File: src/design/regulator_channel_pkg.sv
// Package with register offsets, field positions and reset values of the regulator channel bank.
package regulator_channel_pkg;
    localparam int ADDR_WIDTH = 8;
    localparam int DATA_WIDTH = 8;
    localparam int NUM_CHANNELS = 5;
    localparam logic [7:0] BUCK_CH1_CONTROL = 8'h22;
    localparam logic [7:0] BUCK_CH2_PRIMARY_VOLTAGE = 8'h30;
    localparam logic [7:0] BUCK_CH2_SECONDARY_VOLTAGE = 8'h31;
    localparam logic [7:0] BUCK_CH2_CONTROL = 8'h32;
    localparam logic [7:0] BUCK_CH3_PRIMARY_VOLTAGE = 8'h40;
    localparam logic [7:0] BUCK_CH3_SECONDARY_VOLTAGE = 8'h41;
    localparam logic [7:0] BUCK_CH3_CONTROL = 8'h42;
    localparam logic [7:0] LINEAR_CH4_VOLTAGE = 8'h50;
    localparam logic [7:0] LINEAR_CH4_CONTROL = 8'h51;
    localparam logic [7:0] LINEAR_CH5_VOLTAGE = 8'h54;
    localparam logic [7:0] LINEAR_CH5_CONTROL = 8'h55;
    localparam logic [7:0] IRQ_STATUS = 8'hF0;
    localparam logic [7:0] IRQ_MASK = 8'hF1;
    localparam int ENABLE_BIT = 7;
    localparam int OPTION_BIT = 6;
    localparam int MODE_BIT = 5;
    localparam int DELAY_HI = 4;
    localparam int DELAY_LO = 2;
    localparam int FAULT_MASK_BIT = 1;
    localparam int POWER_GOOD_BIT = 0;
    localparam int CODE_WIDTH = 6;
    localparam logic [7:0] CONTROL_RESET = 8'h00;
    localparam logic [5:0] CODE_RESET = 6'h00;
    localparam logic [4:0] IRQ_MASK_RESET = 5'h00;
endpackage

File: src/design/regulator_channel_control_regs.sv
// Control and status register bank for the regulator channels.
`timescale 1ns/10ps
// Operation
// [RULE1] Step-down channel uses primary code while voltage-select pin is low.
// [RULE2] Step-down channel uses secondary code while voltage-select pin is high.
// [RULE3] Control bit 7 turns the channel on when 1, off when 0.
// [RULE4] Second converter phase bit 1 switches 180 degrees from oscillator.
// [RULE5] Converter mode bit 1 forces fixed-frequency PWM, 0 allows power saving.
// [RULE6] Control bits 4 to 2 hold a turn-on delay code for the sequencer.
// [RULE7] Channel faults reach the interrupt only while its mask bit is 1.
// [RULE8] Control bit 0 reads 1 while output is above power-good threshold.
// [RULE9] Third converter policy bit 0 enables it while push-button is asserted.
// [RULE10] Linear discharge bit 1 discharges output while regulator is off.
// [RULE11] Linear low-quiescent bit 1 selects low-power operating mode.
// [RULE12] Third converter holds policy bit in bit 6, other fields unchanged.
// [RULE13] Undervoltage or power loss returns every register bit to default.
// [RULE14] Voltage-code bits 7 and 6 read zero and ignore writes.
// [RULE15] Unmasked enabled channel losing power-good raises the interrupt.
module regulator_channel_control_regs #(
    parameter int NUM_CHANNELS = regulator_channel_pkg::NUM_CHANNELS,
    parameter int CODE_WIDTH = regulator_channel_pkg::CODE_WIDTH
) (
    input wire logic clock,
    input wire logic rst,
    input wire logic [7:0] address,
    input wire logic [7:0] writeData,
    input wire logic writeStrobe,
    input wire logic readStrobe,
    output logic [7:0] readData,
    input wire logic voltageSelectPin,
    input wire logic pushbuttonInput_n,
    input wire logic [4:0] powerGoodIn,
    output logic [4:0] channelEnable,
    output logic [5:0] buckCh2ActiveCode,
    output logic [5:0] buckCh3ActiveCode,
    output logic [5:0] linearCh4Code,
    output logic [5:0] linearCh5Code,
    output logic buckCh2AntiPhase,
    output logic [2:0] forcedPwm,
    output logic [14:0] turnOnDelay,
    output logic [1:0] linearDischarge,
    output logic [1:0] linearLowQuiescent,
    output logic interruptOut
);
    // Control registers per channel: index 0 = ch1 ... 4 = ch5.
    logic [7:0] control [NUM_CHANNELS];
    logic [5:0] primaryCode [2];
    logic [5:0] secondaryCode [2];
    logic [5:0] linearCode [2];
    logic [4:0] irqStatus;
    logic [4:0] irqMask;
    logic [4:0] pgSync1;
    logic [4:0] pgSync2;
    logic [4:0] pgLast;
    logic selSync1;
    logic selSync2;
    logic pbSync1;
    logic pbSync2;
    logic [4:0] pgFall;
    logic [4:0] writeOneClear;
    logic [7:0] next_readData;
    logic [4:0] controlWriteSel;
    logic [5:0] codeWriteSel;
    logic statusWriteSel;
    logic maskWriteSel;
    logic [4:0] enableBit;
    logic [4:0] optionBit;
    logic [4:0] modeBit;
    logic [4:0] faultMaskBit;
    logic [14:0] delayField;
    logic [4:0] enableRequest;
    logic buttonForce;
    logic irqPending;

    // The register map and port widths are fixed, so other sizes cannot be served.
    if (NUM_CHANNELS != regulator_channel_pkg::NUM_CHANNELS) begin : gen_bad_channels
        $error("channel count must match the fixed register map");
    end
    if (CODE_WIDTH != regulator_channel_pkg::CODE_WIDTH) begin : gen_bad_code_width
        $error("voltage code width must match the fixed register map");
    end
    // The control field positions must leave three bits for the delay code.
    if (regulator_channel_pkg::DELAY_HI - regulator_channel_pkg::DELAY_LO != 2) begin : gen_dly
        $error("turn-on delay field must be three bits wide");
    end
    if (regulator_channel_pkg::DATA_WIDTH != 8) begin : gen_bad_data
        $error("register data path must be eight bits wide");
    end
    if (regulator_channel_pkg::ADDR_WIDTH != 8) begin : gen_bad_addr
        $error("register address must be eight bits wide");
    end
    // The mode bit sits directly above the delay field and power-good at the bottom.
    if (regulator_channel_pkg::MODE_BIT != regulator_channel_pkg::DELAY_HI + 1) begin : gen_mode
        $error("mode bit must sit above the delay field");
    end
    if (regulator_channel_pkg::POWER_GOOD_BIT != 0) begin : gen_pg
        $error("power-good status must be bit zero");
    end

    // Power-good pins pass two flip-flops; a third stage feeds the falling-edge detector.
    always_ff @(posedge clock) begin
        if (rst) begin
            pgSync1 <= 5'h00;
            pgSync2 <= 5'h00;
            pgLast <= 5'h00;
        end else begin
            pgSync1 <= powerGoodIn;
            pgSync2 <= pgSync1;
            pgLast <= pgSync2;
        end
    end

    // Voltage-select pin synchroniser; it resets to the primary code.
    always_ff @(posedge clock) begin
        if (rst) begin
            selSync1 <= 1'b0;
            selSync2 <= 1'b0;
        end else begin
            selSync1 <= voltageSelectPin;
            selSync2 <= selSync1;
        end
    end

    // Push-button synchroniser; it resets to released so no false press follows reset.
    always_ff @(posedge clock) begin
        if (rst) begin
            pbSync1 <= 1'b1;
            pbSync2 <= 1'b1;
        end else begin
            pbSync1 <= pushbuttonInput_n;
            pbSync2 <= pbSync1;
        end
    end

    // Write decode of the channel registers: one select each, none when unmapped.
    always_comb begin
        controlWriteSel = 5'h00;
        codeWriteSel = 6'h00;
        if (!writeStrobe) begin
            codeWriteSel = 6'h00;
        end else if (address == regulator_channel_pkg::BUCK_CH1_CONTROL) begin
            controlWriteSel[0] = 1'b1;
        end else if (address == regulator_channel_pkg::BUCK_CH2_CONTROL) begin
            controlWriteSel[1] = 1'b1;
        end else if (address == regulator_channel_pkg::BUCK_CH3_CONTROL) begin
            controlWriteSel[2] = 1'b1; // [RULE12]
        end else if (address == regulator_channel_pkg::LINEAR_CH4_CONTROL) begin
            controlWriteSel[3] = 1'b1;
        end else if (address == regulator_channel_pkg::LINEAR_CH5_CONTROL) begin
            controlWriteSel[4] = 1'b1;
        end else if (address == regulator_channel_pkg::BUCK_CH2_PRIMARY_VOLTAGE) begin
            codeWriteSel[0] = 1'b1;
        end else if (address == regulator_channel_pkg::BUCK_CH2_SECONDARY_VOLTAGE) begin
            codeWriteSel[1] = 1'b1;
        end else if (address == regulator_channel_pkg::BUCK_CH3_PRIMARY_VOLTAGE) begin
            codeWriteSel[2] = 1'b1;
        end else if (address == regulator_channel_pkg::BUCK_CH3_SECONDARY_VOLTAGE) begin
            codeWriteSel[3] = 1'b1;
        end else if (address == regulator_channel_pkg::LINEAR_CH4_VOLTAGE) begin
            codeWriteSel[4] = 1'b1;
        end else if (address == regulator_channel_pkg::LINEAR_CH5_VOLTAGE) begin
            codeWriteSel[5] = 1'b1;
        end
    end

    // Write decode of the interrupt registers.
    always_comb begin
        statusWriteSel = 1'b0;
        maskWriteSel = 1'b0;
        if (writeStrobe && address == regulator_channel_pkg::IRQ_STATUS) begin
            statusWriteSel = 1'b1;
        end else if (writeStrobe && address == regulator_channel_pkg::IRQ_MASK) begin
            maskWriteSel = 1'b1;
        end
    end

    // Control registers; bit 0 is stored but unused, power-good reads live.
    always_ff @(posedge clock) begin
        if (rst) begin
            for (int i = 0; i < NUM_CHANNELS; i++) begin
                control[i] <= regulator_channel_pkg::CONTROL_RESET; // [RULE13]
            end
        end else begin
            for (int i = 0; i < NUM_CHANNELS; i++) begin
                if (controlWriteSel[i]) begin
                    control[i] <= writeData;
                end
            end
        end
    end

    // Voltage-code registers keep only the six low bits, so the top two read zero.
    always_ff @(posedge clock) begin
        if (rst) begin
            for (int i = 0; i < 2; i++) begin
                primaryCode[i] <= regulator_channel_pkg::CODE_RESET; // [RULE13]
                secondaryCode[i] <= regulator_channel_pkg::CODE_RESET;
                linearCode[i] <= regulator_channel_pkg::CODE_RESET;
            end
        end else begin
            for (int i = 0; i < 2; i++) begin
                if (codeWriteSel[2*i]) begin
                    primaryCode[i] <= writeData[5:0]; // [RULE14]
                end
                if (codeWriteSel[2*i+1]) begin
                    secondaryCode[i] <= writeData[5:0]; // [RULE14]
                end
                if (codeWriteSel[4+i]) begin
                    linearCode[i] <= writeData[5:0]; // [RULE14]
                end
            end
        end
    end

    // Writing a one to a status bit clears it.
    assign writeOneClear = statusWriteSel ? writeData[4:0] : 5'h00;

    // Per-channel control fields, picked out at the package's bit positions.
    genvar g;
    generate
        for (g = 0; g < NUM_CHANNELS; g++) begin : gen_fields
            assign enableBit[g] = control[g][regulator_channel_pkg::ENABLE_BIT];
            assign optionBit[g] = control[g][regulator_channel_pkg::OPTION_BIT];
            assign modeBit[g] = control[g][regulator_channel_pkg::MODE_BIT];
            assign faultMaskBit[g] = control[g][regulator_channel_pkg::FAULT_MASK_BIT];
            assign delayField[3*g +: 3] =
                control[g][regulator_channel_pkg::DELAY_HI:regulator_channel_pkg::DELAY_LO];
            // Fault event: synchronised power-good falls while enabled and unmasked.
            assign pgFall[g] = pgLast[g] & ~pgSync2[g] & enableBit[g] & faultMaskBit[g]; // [RULE7] [RULE15]
        end
    endgenerate

    // The push-button holds the third converter on while its policy bit is 0.
    assign buttonForce = ~optionBit[2] & ~pbSync2; // [RULE9]
    assign enableRequest = enableBit | {2'b00, buttonForce, 2'b00}; // [RULE3] [RULE9]
    assign irqPending = |(irqStatus & irqMask);

    // Sticky status; a new event wins over a clear in the same cycle.
    always_ff @(posedge clock) begin
        if (rst) begin
            irqStatus <= 5'h00;
        end else begin
            irqStatus <= (irqStatus & ~writeOneClear) | pgFall; // [RULE15]
        end
    end

    // Interrupt mask register.
    always_ff @(posedge clock) begin
        if (rst) begin
            irqMask <= regulator_channel_pkg::IRQ_MASK_RESET;
        end else if (maskWriteSel) begin
            irqMask <= writeData[4:0];
        end
    end

    // Read multiplexer; unmapped addresses read zero.
    always_comb begin
        next_readData = 8'h00;
        if (address == regulator_channel_pkg::BUCK_CH1_CONTROL) begin
            next_readData = {control[0][7:1], pgSync2[0]}; // [RULE8]
        end else if (address == regulator_channel_pkg::BUCK_CH2_CONTROL) begin
            next_readData = {control[1][7:1], pgSync2[1]}; // [RULE8]
        end else if (address == regulator_channel_pkg::BUCK_CH3_CONTROL) begin
            next_readData = {control[2][7:1], pgSync2[2]}; // [RULE8]
        end else if (address == regulator_channel_pkg::LINEAR_CH4_CONTROL) begin
            next_readData = {control[3][7:1], pgSync2[3]}; // [RULE8]
        end else if (address == regulator_channel_pkg::LINEAR_CH5_CONTROL) begin
            next_readData = {control[4][7:1], pgSync2[4]}; // [RULE8]
        end else if (address == regulator_channel_pkg::BUCK_CH2_PRIMARY_VOLTAGE) begin
            next_readData = {2'b00, primaryCode[0]}; // [RULE14]
        end else if (address == regulator_channel_pkg::BUCK_CH2_SECONDARY_VOLTAGE) begin
            next_readData = {2'b00, secondaryCode[0]};
        end else if (address == regulator_channel_pkg::BUCK_CH3_PRIMARY_VOLTAGE) begin
            next_readData = {2'b00, primaryCode[1]};
        end else if (address == regulator_channel_pkg::BUCK_CH3_SECONDARY_VOLTAGE) begin
            next_readData = {2'b00, secondaryCode[1]};
        end else if (address == regulator_channel_pkg::LINEAR_CH4_VOLTAGE) begin
            next_readData = {2'b00, linearCode[0]};
        end else if (address == regulator_channel_pkg::LINEAR_CH5_VOLTAGE) begin
            next_readData = {2'b00, linearCode[1]};
        end else if (address == regulator_channel_pkg::IRQ_STATUS) begin
            next_readData = {3'b000, irqStatus};
        end else if (address == regulator_channel_pkg::IRQ_MASK) begin
            next_readData = {3'b000, irqMask};
        end
    end

    // Read data stands in the cycle after the read strobe only.
    always_ff @(posedge clock) begin
        if (rst) begin
            readData <= 8'h00;
        end else if (readStrobe) begin
            readData <= next_readData;
        end else begin
            readData <= 8'h00;
        end
    end

    // Channel enables and turn-on delay codes for the sequencer.
    always_ff @(posedge clock) begin
        if (rst) begin
            channelEnable <= 5'h00;
            turnOnDelay <= 15'h0000;
        end else begin
            channelEnable <= enableRequest; // [RULE3] [RULE9]
            turnOnDelay <= delayField; // [RULE6]
        end
    end

    // Active converter codes; the synchronised select pin picks the code.
    always_ff @(posedge clock) begin
        if (rst) begin
            buckCh2ActiveCode <= 6'h00;
            buckCh3ActiveCode <= 6'h00;
        end else begin
            buckCh2ActiveCode <= selSync2 ? secondaryCode[0] : primaryCode[0]; // [RULE1] [RULE2]
            buckCh3ActiveCode <= selSync2 ? secondaryCode[1] : primaryCode[1]; // [RULE1] [RULE2]
        end
    end

    // Linear regulator codes pass straight through.
    always_ff @(posedge clock) begin
        if (rst) begin
            linearCh4Code <= 6'h00;
            linearCh5Code <= 6'h00;
        end else begin
            linearCh4Code <= linearCode[0];
            linearCh5Code <= linearCode[1];
        end
    end

    // Converter options: phase of the second converter and forced PWM.
    always_ff @(posedge clock) begin
        if (rst) begin
            buckCh2AntiPhase <= 1'b0;
            forcedPwm <= 3'b000;
        end else begin
            buckCh2AntiPhase <= optionBit[1]; // [RULE4]
            forcedPwm <= modeBit[2:0]; // [RULE5]
        end
    end

    // Linear options: discharge only while the regulator is off, and low-quiescent mode.
    always_ff @(posedge clock) begin
        if (rst) begin
            linearDischarge <= 2'b00;
            linearLowQuiescent <= 2'b00;
        end else begin
            linearDischarge <= optionBit[4:3] & ~enableBit[4:3]; // [RULE10]
            linearLowQuiescent <= modeBit[4:3]; // [RULE11]
        end
    end

    // Level interrupt, high while an unmasked status bit is set.
    always_ff @(posedge clock) begin
        if (rst) begin
            interruptOut <= 1'b0;
        end else begin
            interruptOut <= irqPending; // [RULE15]
        end
    end
endmodule

File: config.mk
export PLATFORM = sky130hd
export DESIGN_NAME = regulator_channel_control_regs
export DESIGN_NICKNAME = d
export VERILOG_FILES = /design/src/design/regulator_channel_pkg.sv /design/src/design/regulator_channel_control_regs.sv
export SDC_FILE = /design/constraint.sdc
export NUM_CORES = 1
export LEC_CHECK = 0
export BUFFER_PORTS_ARGS = -buffer_cell sky130_fd_sc_hd__buf_2
export CAP_MARGIN = 15
export CORE_ASPECT_RATIO = 1.2
export CORE_MARGIN = 2
export CORE_UTILIZATION = 55
export CTS_CLUSTER_DIAMETER = 150
export CTS_CLUSTER_SIZE = 28
export DETAILED_ROUTE_END_ITERATION = 8
export PLACE_DENSITY = 0.88
export SLEW_MARGIN = 10
export SYNTH_ARGS = -nofsm -noshare
export SYNTH_HDL_FRONTEND = slang
export SYNTH_SLANG_ARGS = --single-unit
File: constraint.sdc
create_clock -name clock -period 2.35 [get_ports clock]
set_input_delay 0.1175 -clock clock [delete_from_list [all_inputs] [get_ports clock]]
set_output_delay 0.1175 -clock clock [all_outputs]
set_load 0.1 [all_outputs]
==> reports/qor.yml, run 1 <==
cells_and_area:
  antenna_cells: 0
  n_fill_cell: 844
  utilization: 0.685
  stdcell_count: 825
  area_growth_pct: 20.7
  layout-drive-gt1-share: 0.246
  multiInputGateArea_um2: 2200
  nets: 685
  final_cell_area_um2: 7630
  ff_latch_area_um2: 3930
sta:
  finalCriticalPeriod_ns: 1.78
  fin_ws_ns: 0.568
  period_share: 0.758
  slew_violations: 0
  setup_viol: 0
  fmax_mhz: 561
  fin_setup_tns_ns: 0
  rsz0062_at_grt: "false"
  fin_skew_ns: 0.00821
  relSlewSlack: 0.479
  tightest_slew_ns: 0.762
  hold_viol: 0
  holdWs_ns: 0.108
setup_path:
  critPathLaunchType: "input pin"
  endpoint_kind: "register"
  cp_data_arrival_time_ns: 2.13
  crit_required_ns: 2.70
  crit_chain: "buf_2 > nor4b_2 > buf_4 > and4_1 > a2111oi_0 > o211ai_1 > nand3b_1"
  path_max_fanout: 18
  worstSetupPathType: "input pin to register"
  crit_path_max_incr_delay_ns: 0.76
  crit_slowest_cell: "a2111oi_0"
routing:
  final_antenna_net_count: 0
  drt-met1-wl_um: 7120
  wire_per_inst_um: 22.7
  via_per_inst: 6.07
  wl_met3_um: 1360
  drc: 0
  num_vias: 5009
  dr.pass1.iters: 5
  first_iter_violations: 461
  met2_length_um: 9170
  wl_um: 18700
  top_layer: "met4"
cts:
  post_cts_buffers: 0
  clkSinkCount: 161
  htreeDepth: 4
  cts_buffers: 17
  clock_tree.buffer_depth: 2
  clk_latency_ns: 0.42
  cts.reportedPaths.clkPinSlew_ns: 0.07
  cts_tree: "yes"
  cts_root_buf: "clkbuf_16"
pwr:
  worst_ir_drop_vdd_mv: 0.657
  p_leak_nw: 2.88
  total_power_mw: 6.46
  power_density_nw_per_um2: 846
synthesis:
  syn_inst: 553
  synthDistinctLibCells: 64
  syn_area_per_cell_um2: 11.4
  synth_edf_count: 71
  synthTopCellsByArea: "edfxtp_1, dfxtp_1, nor2b_1"
  yosysTopAreaCell: "edfxtp_1"
  netlist_area_um2: 6320
  synthFlopType: "dfxtp_1"
  ys_warn_count: 0
  synth-seq-cells: 161
  yosysTopAreaCellShare: 0.337
  synthArstFlopShare: 0
  synthesis.nets: 580
  seq_area_frac_synth: 0.622
global_route:
  grt_first_pass_wirelength_um: 28500
  antenna_found_initial: 0
  grt_max_degree: 53
  grt_overflow: 0
  grt_pass1_vias: 5042
  grt_use_total: 0.317
floorplan:
  die_x_um: 102
  die_h_um: 121
  dieArea_um2: 12400
  pin_count: 88
  rows: 42
  coreArea_um2: 11100
  initial_utilization: 0.568
placed_design:
  place_congestion: 0.992
  dpl-instance-area_um2: 7020
  port_buffers: 87
  dpl.cell_count: 786
  dpl.hpwl_um: 13400
  pre_cts_slack_ns: 0.237
flow_run:
  max_cap_viol_count: 0
hold_path:
  hold_class: "input pin to register"
status:
  run_status: "completed"
sequential cells by signal (all words and copies together) (netlist names), 6 cells and up:
register,cells
control,35
linearCh5Code,6
readData,8
linearCh4Code,6
secondaryCode,12
turnOnDelay,15
linearCode,12
buckCh3ActiveCode,6
primaryCode,12
buckCh2ActiveCode,6
report_power, final:
group	leakage (nW)	switching [mW]	internal [mW]
clock	0.260	1.16	1.40
sequential	1.42	0.0786	3.05
combinational	1.20	0.607	0.159
total	2.88	1.85	4.61
routing by layer:
metal,vias up,track usage
li1,2243,-
met1,2392,0.403
met4,0,0.163
met3,72,0.0685
met5,-,0
met2,302,0.507
layout by cell type (no fill, tap or decap), drive strengths merged, types with 4 or more instances in the layout:
cell and n:
nor2b 59, edfxtp 71, inv 16, dfxtp 90
o21ai 17, a31oi 5, nand4b 5, and2 4
nand3 11, nor4b 5, nor2 42, mux2i 16
a22oi 14, o22ai 6, clkbuf 20, nand2b 7
buf 116, nor3b 4, dlygate4sd3 7, nand2 19
nand3b 6, a21oi 23, o211ai 6, a211oi 4
a31o 6, nor3 32
critical path: cells and delay by family:
kind | cells | cell delay [ns]
AO/OA/AOI/OAI | 2 | 0.95
buffers and inverters | 2 | 0.37
AND/OR/NAND/NOR | 3 | 0.69
cell usage after synthesis, types with 5 or more instances:
cell	instances
dfxtp_1	90
edfxtp_1	71
nor2b_1	59
nor2_1	42
nor3_1	32
clkbuf_1	23
a21oi_1	22
nand2_1	19
mux2i_1	16
o21ai_0	15
a22oi_1	14
buf_2	11
nand3_1	11
inv_1	10
nand2b_1	7
a31o_2	6
nand3b_1	6
o211ai_1	6
o22ai_1	6
a31oi_1	5
nand4b_1	5
final timing paths:
kind | slack, ns | to | depth (start not counted) | from
setup / recovery | 0.57 | readData[3]$_SDFF_PP0_ | 7 | address[6]
setup reg to reg | 0.83 | readData[3]$_SDFF_PP0_ | 4 | control[0][3]$_DFFE_PP_
hold / removal | 0.11 | control[0][6]$_DFFE_PP_ | 2 | writeData[6]
hold reg to reg | 0.41 | pbSync2$_SDFF_PP1_ | 1 | pbSync1$_SDFF_PP1_
layout make-up:
class | instances | share of cell area
Tap cell | 154 | 0.0252
Clock inverter | 12 | 0.0130
Clock buffer | 20 | 0.0585
Timing Repair Buffer | 123 | 0.0948
Sequential cell | 161 | 0.515
Multi-Input combinational cell | 345 | 0.288
Inverter | 10 | 0.00492
kinds of logic after synthesis:
group,share of synthesized area
buffers and inverters,0.0301
AO/OA/AOI/OAI,0.125
multiplexers,0.0271
flip-flops,0.622
AND/OR/NAND/NOR,0.195
what timing repair did:
action	in CTS	in global routing
gates resized for setup	0	0
hold buffers	7	0
endpoints found under the hold margin	7	0
No activity file was read; power rests on OpenSTA's default activity.
==> inputs of run 2 (changes only) <==
Settings changed: CORE_UTILIZATION 55 to 51, PLACE_DENSITY 0.88 to 0.86.
Clock period 2.35 ns to 1.6 ns, I/O delays scaled along.
==> reports/qor.yml, run 2 (synthesis gave the netlist of run 1 again) <==
routing:
  num_vias: 5227
  wl_um: 19000
  via_per_inst: 5.80
  drc: 0
  wire_per_inst_um: 21.1
  first_iter_violations: 675
  final_antenna_net_count: 0
  dr.pass1.iters: 8
placed_design:
  dpl.hpwl_um: 13900
  dpl.cell_count: 862
  dpl-instance-area_um2: 7600
  pre_cts_slack_ns: -0.323
  port_buffers: 87
  place_congestion: 0.984
cts:
  clk_latency_ns: 0.42
  cts_root_buf: "clkbuf_16"
  cts.reportedPaths.clkPinSlew_ns: 0.07
  clkSinkCount: 161
  post_cts_buffers: 0
  cts_buffers: 17
  htreeDepth: 4
  clock_tree.buffer_depth: 2
  cts_tree: "yes"
floorplan:
  coreArea_um2: 12100
  die_x_um: 106
  die_h_um: 126
  initial_utilization: 0.522
  pin_count: 88
  rows: 44
  dieArea_um2: 13300
sta:
  hold_viol: 0
  setup_viol: 0
  relSlewSlack: 0.640
  fin_ws_ns: 0.0736
  slew_violations: 0
  period_share: 0.954
  rsz0062_at_grt: "false"
  tightest_slew_ns: 0.540
  holdWs_ns: 0.0382
  fin_setup_tns_ns: 0
  finalCriticalPeriod_ns: 1.53
  fin_skew_ns: 0.00735
  fmax_mhz: 655
setup_path:
  crit_slowest_cell: "or4bb_1"
  path_max_fanout: 9
  cp_top_family: "compound AO/OA/AOI/OAI gates"
  endpoint_kind: "register"
  path_buf_inv: 1
  crit_chain: "buf_2 > or4bb_1 > o22ai_1 > o21ai_1 > a2111o_1 > o211a_1"
  critPathLaunchType: "input pin"
  crit_required_ns: 1.91
  cp_data_arrival_time_ns: 1.83
  worstSetupPathType: "input pin to register"
  crit_path_max_incr_delay_ns: 0.63
hold_path:
  hold_class: "input pin to register"
global_route:
  grt_max_degree: 50
  grt_overflow: 0
  grt_first_pass_wirelength_um: 28800
  grt_pass1_vias: 5115
  grt_use_total: 0.294
  antenna_found_initial: 0
cells_and_area:
  ff_latch_area_um2: 3930
  n_fill_cell: 880
  final_cell_mix: "buf_4, dfxtp_1, buf_2"
  nets: 754
  area_growth_pct: 30.6
  top_regs: "control: 35 flops, turnOnDelay: 15 flops"
  layout-drive-gt1-share: 0.326
  stdcell_count: 901
  largest_reg_flops: 35
  layout_commonest_cell: "buf_4"
  antenna_cells: 0
  multiInputGateArea_um2: 2230
  final_cell_area_um2: 8260
  top_register: "control"
flow_run:
  max_cap_viol_count: 0
status:
  run_status: "completed"
pwr:
  worst_ir_drop_vdd_mv: 0.824
  p_leak_nw: 3.26
  power_density_nw_per_um2: 1190
run 2: path summary, 6_finish.rpt:
kind / from / end / slack, ns / cells past startpoint
worst max-delay path: address[4] / readData[2]$_SDFF_PP0_ / 0.07 / 6
worst max register to register: irqStatus[2]$_SDFF_PP0_ / readData[2]$_SDFF_PP0_ / 0.07 / 5
worst min-delay path: writeData[7] / control[0][23]$_DFFE_PP_ / 0.04 / 2
worst min register to register: pbSync1$_SDFF_PP1_ / pbSync2$_SDFF_PP1_ / 0.42 / 1
run 2: cell type report:
cell class / count / share of cell area
clock buffers: 17 / 0.0515
clock inverters: 15 / 0.0182
inverters: 10 / 0.00455
multi-input cells: 345 / 0.270
flip-flops and latches: 161 / 0.476
well taps: 161 / 0.0244
repair buffers: 192 / 0.155
run 2: per-stage QoR:
step | utilization | total power [mW]
final | 0.682 | 9.79
after global routing | 0.682 | 10.1
after CTS | 0.681 | 9.81
after detailed placement | 0.628 | 5.87
after global placement | 0.628 | 5.85
after floorplan | - | 5.48
run 2: repair_timing:
item	CTS	global route
endpoints found under the setup margin	0	1
hold endpoints to repair	7	0
hold buffers	7	0
resized for setup	0	2
run 2: per-layer routing:
layer	GRT usage	vias to the layer above	wire length, um
li1	-	2383	-
met1	0.352	2438	7030
met2	0.510	348	9560
met3	0.0595	58	1600
met4	0.132	0	801
met5	0	-	0
run 2: power breakdown:
group | internal [mW] | switching (mW)
registers | 4.48 | 0.106
clock network | 2.20 | 1.78
logic | 0.314 | 0.917
==> inputs of run 3 (changes only) <==
Settings changed: ABC_AREA set to 1, CORE_UTILIZATION 51 to 55, PLACE_DENSITY 0.86 to 0.88.
Clock period 1.6 ns to 1.8 ns, I/O delays scaled along.
==> reports/qor.yml, run 3 <==
cells_and_area:
  final_cell_area_um2: 7330
  layout-drive-gt1-share: 0.217
  n_fill_cell: 750
  nets: 775
  antenna_cells: 0
  layout_commonest_cell: "nor2_1"
  area_growth_pct: 22.2
  top_regs: "control: 35 flops, turnOnDelay: 15 flops"
  largest_reg_flops: 35
  final_cell_mix: "nor2_1, inv_1, dfxtp_1"
  top_register: "control"
setup_path:
  cp_data_arrival_time_ns: 1.56
  rr_worst_depth: 10
  path_max_fanout: 7
  crit_required_ns: 1.99
  crit_path_max_incr_delay_ns: 0.39
  startpoint: "address[5]"
  crit_chain: "buf_2 > inv_1 > nand2_1 > nor2_4 > nand2_1 > nand2_1 > o211ai_2 > nor2_1"
  endpoint_kind: "register"
  worstSetupPathType: "input pin to register"
  reg2reg_to: "readData[0]$_SDFF_PP0_"
  crit_slowest_cell: "nor2_1"
  critPathLaunchType: "input pin"
  endpoint: "control[0][35]$_DFFE_PP_"
  timing.rr.start: "linearCode[0][6]$_DFFE_PP_"
  crit_path_frequent_cell: "nand2_1"
  rrSetupSlack_ns: 0.43
sta:
  rsz0062_at_grt: "false"
  hold_viol: 0
  finalCriticalPeriod_ns: 1.38
  tightest_slew_ns: 0.525
  slew_violations: 0
  fin_skew_ns: 0.00893
  fin_setup_tns_ns: 0
  relSlewSlack: 0.650
  period_share: 0.765
  fmax_mhz: 726
  holdWs_ns: 0.0172
  setup_viol: 0
synthesis:
  synthTopCellsByCount: "nor2_1, inv_1, dfxtp_1"
  synthesis.nets: 655
  seq_area_frac_synth: 0.656
  synthArstFlopShare: 0
  yosysMostFrequentCell: "nor2_1"
  yosysTopAreaCell: "edfxtp_1"
  synthDistinctLibCells: 30
  syn_area_per_cell_um2: 9.55
  yosysTopAreaCellShare: 0.356
  synthFlopType: "dfxtp_1"
  syn_inst: 628
  synthTopCellsByArea: "edfxtp_1, dfxtp_1, nor2_1"
  synth-seq-cells: 161
  synth_edf_count: 71
  netlist_area_um2: 6000
  ys_warn_count: 0
cts:
  clock_tree.buffer_depth: 2
  ctsResizeCount: 0
  post_cts_buffers: 0
  cts_root_buf: "clkbuf_16"
  htreeDepth: 4
  cts_buffers: 17
  clk_latency_ns: 0.42
  clkSinkCount: 161
  cts_tree: "yes"
  hold_buffers: 11
  cts.reportedPaths.clkPinSlew_ns: 0.06
hold_path:
  hold_class: "input pin to register"
floorplan:
  initial_utilization: 0.567
  die_x_um: 99.3
  die_h_um: 118
  pin_count: 88
  dieArea_um2: 11800
  rows: 41
  coreArea_um2: 10600
routing:
  drc: 0
  wire_per_inst_um: 16.7
  final_antenna_net_count: 0
  wl_um: 14900
  via_per_inst: 5.44
  dr.pass1.iters: 6
  num_vias: 4839
  first_iter_violations: 576
flow_run:
  max_cap_viol_count: 0
pwr:
  power_density_nw_per_um2: 1140
  switching_share: 0.276
  p_leak_nw: 3.34
  power_switching_mw: 2.31
  seqPwrFrac: 0.486
  worst_ir_drop_vdd_mv: 0.732
  p_int_mw: 6.04
  comb_power_share: 0.108
  clkPwrFrac: 0.406
global_route:
  antenna_found_initial: 0
  grt-busiest-layer: "met2"
  met3_usage: 0.0769
  met1_usage: 0.293
  grt_max_degree: 51
  use_met2: 0.438
  grt_overflow: 0
  grt_first_pass_wirelength_um: 23400
  grt_pass1_vias: 4768
  grt_use_total: 0.261
placed_design:
  dpl-instance-area_um2: 6660
  place_congestion: 0.972
  port_buffers: 87
  dpl.hpwl_um: 10600
status:
  run_status: "completed"
[run 3: changes by cell type after synthesis, moves of 11 or more]
cell | before | now
a21oi_1 | 22 | 34
a22oi_1 | 14 | 0
buf_2 | 11 | 0
clkbuf_1 | 23 | 10
inv_1 | 10 | 100
mux2i_1 | 16 | 0
nand2_1 | 19 | 85
nand4_1 | 3 | 18
nor2_1 | 42 | 118
nor2b_1 | 59 | 0
nor3_1 | 32 | 4
o21ai_0 | 15 | 39
[run 3: layer usage]
| layer | share of wire | wire (um) | vias to the layer above |
|---|---|---|---|
| li1 | - | - | 2249 |
| met1 | 0.36 | 5280 | 2239 |
| met2 | 0.51 | 7580 | 287 |
| met3 | 0.087 | 1290 | 64 |
| met4 | 0.048 | 714 | 0 |
| met5 | 0 | 0 | - |
[run 3: cell families after synthesis]
kind of cell,share of synthesized area
buf+inv,0.0783
flops,0.656
simple gates,0.192
compound gates,0.0737
[run 3: worst min-delay path by stage]
stage,slack [ns],start,end,depth (start not counted)
floorplan,0.19,pushbuttonInput_n,pbSync1$_SDFF_PP1_,1
global placement,0.27,pushbuttonInput_n,pbSync1$_SDFF_PP1_,2
detailed placement,0.28,pushbuttonInput_n,pbSync1$_SDFF_PP1_,2
CTS,0.002,writeData[4],irqMask[4]$_SDFFE_PP0P_,3
global route,0.02,writeData[4],irqMask[4]$_SDFFE_PP0P_,3
finish,0.02,writeData[4],irqMask[4]$_SDFFE_PP0P_,3
[run 3: layout make-up]
cell class / instances / area, um2 / area share
clock buffer: 19 / 464 / 0.0633
tap: 129 / 161 / 0.0220
multi-input combinational: 344 / 1590 / 0.217
timing repair buffer: 114 / 666 / 0.0908
clock inverter: 13 / 98.8 / 0.0135
sequential: 161 / 3930 / 0.537
inverter: 110 / 413 / 0.0563
[run 3: stage by stage]
stage               setup slack (ns)  total power, mW  utilization  std cells
floorplan                      0.163             4.79            -        628
global placement               0.124             4.99        0.630        847
detailed placement            0.0252             5.00        0.630        847
CTS                            0.441             8.34        0.694        890
global route                   0.289             8.56        0.694        890
finish                         0.423             8.34        0.694        890
[run 3: power by group through the flow]
stage               Sequential (mW)  Combinational, mW  Clock, mW
global route                   4.07              0.942       3.55
CTS                            4.05              0.897       3.39
floorplan                      4.60              0.190          0
global placement               4.12              0.866          0
detailed placement             4.13              0.873          0
finish                         4.05              0.900       3.39
[run 3: critical path, delay by kind of cell]
family	cells	cell delay, ns
AND/OR/NAND/NOR	5	1.06
buffers and inverters	2	0.20
AO/OA/AOI/OAI	1	0.20
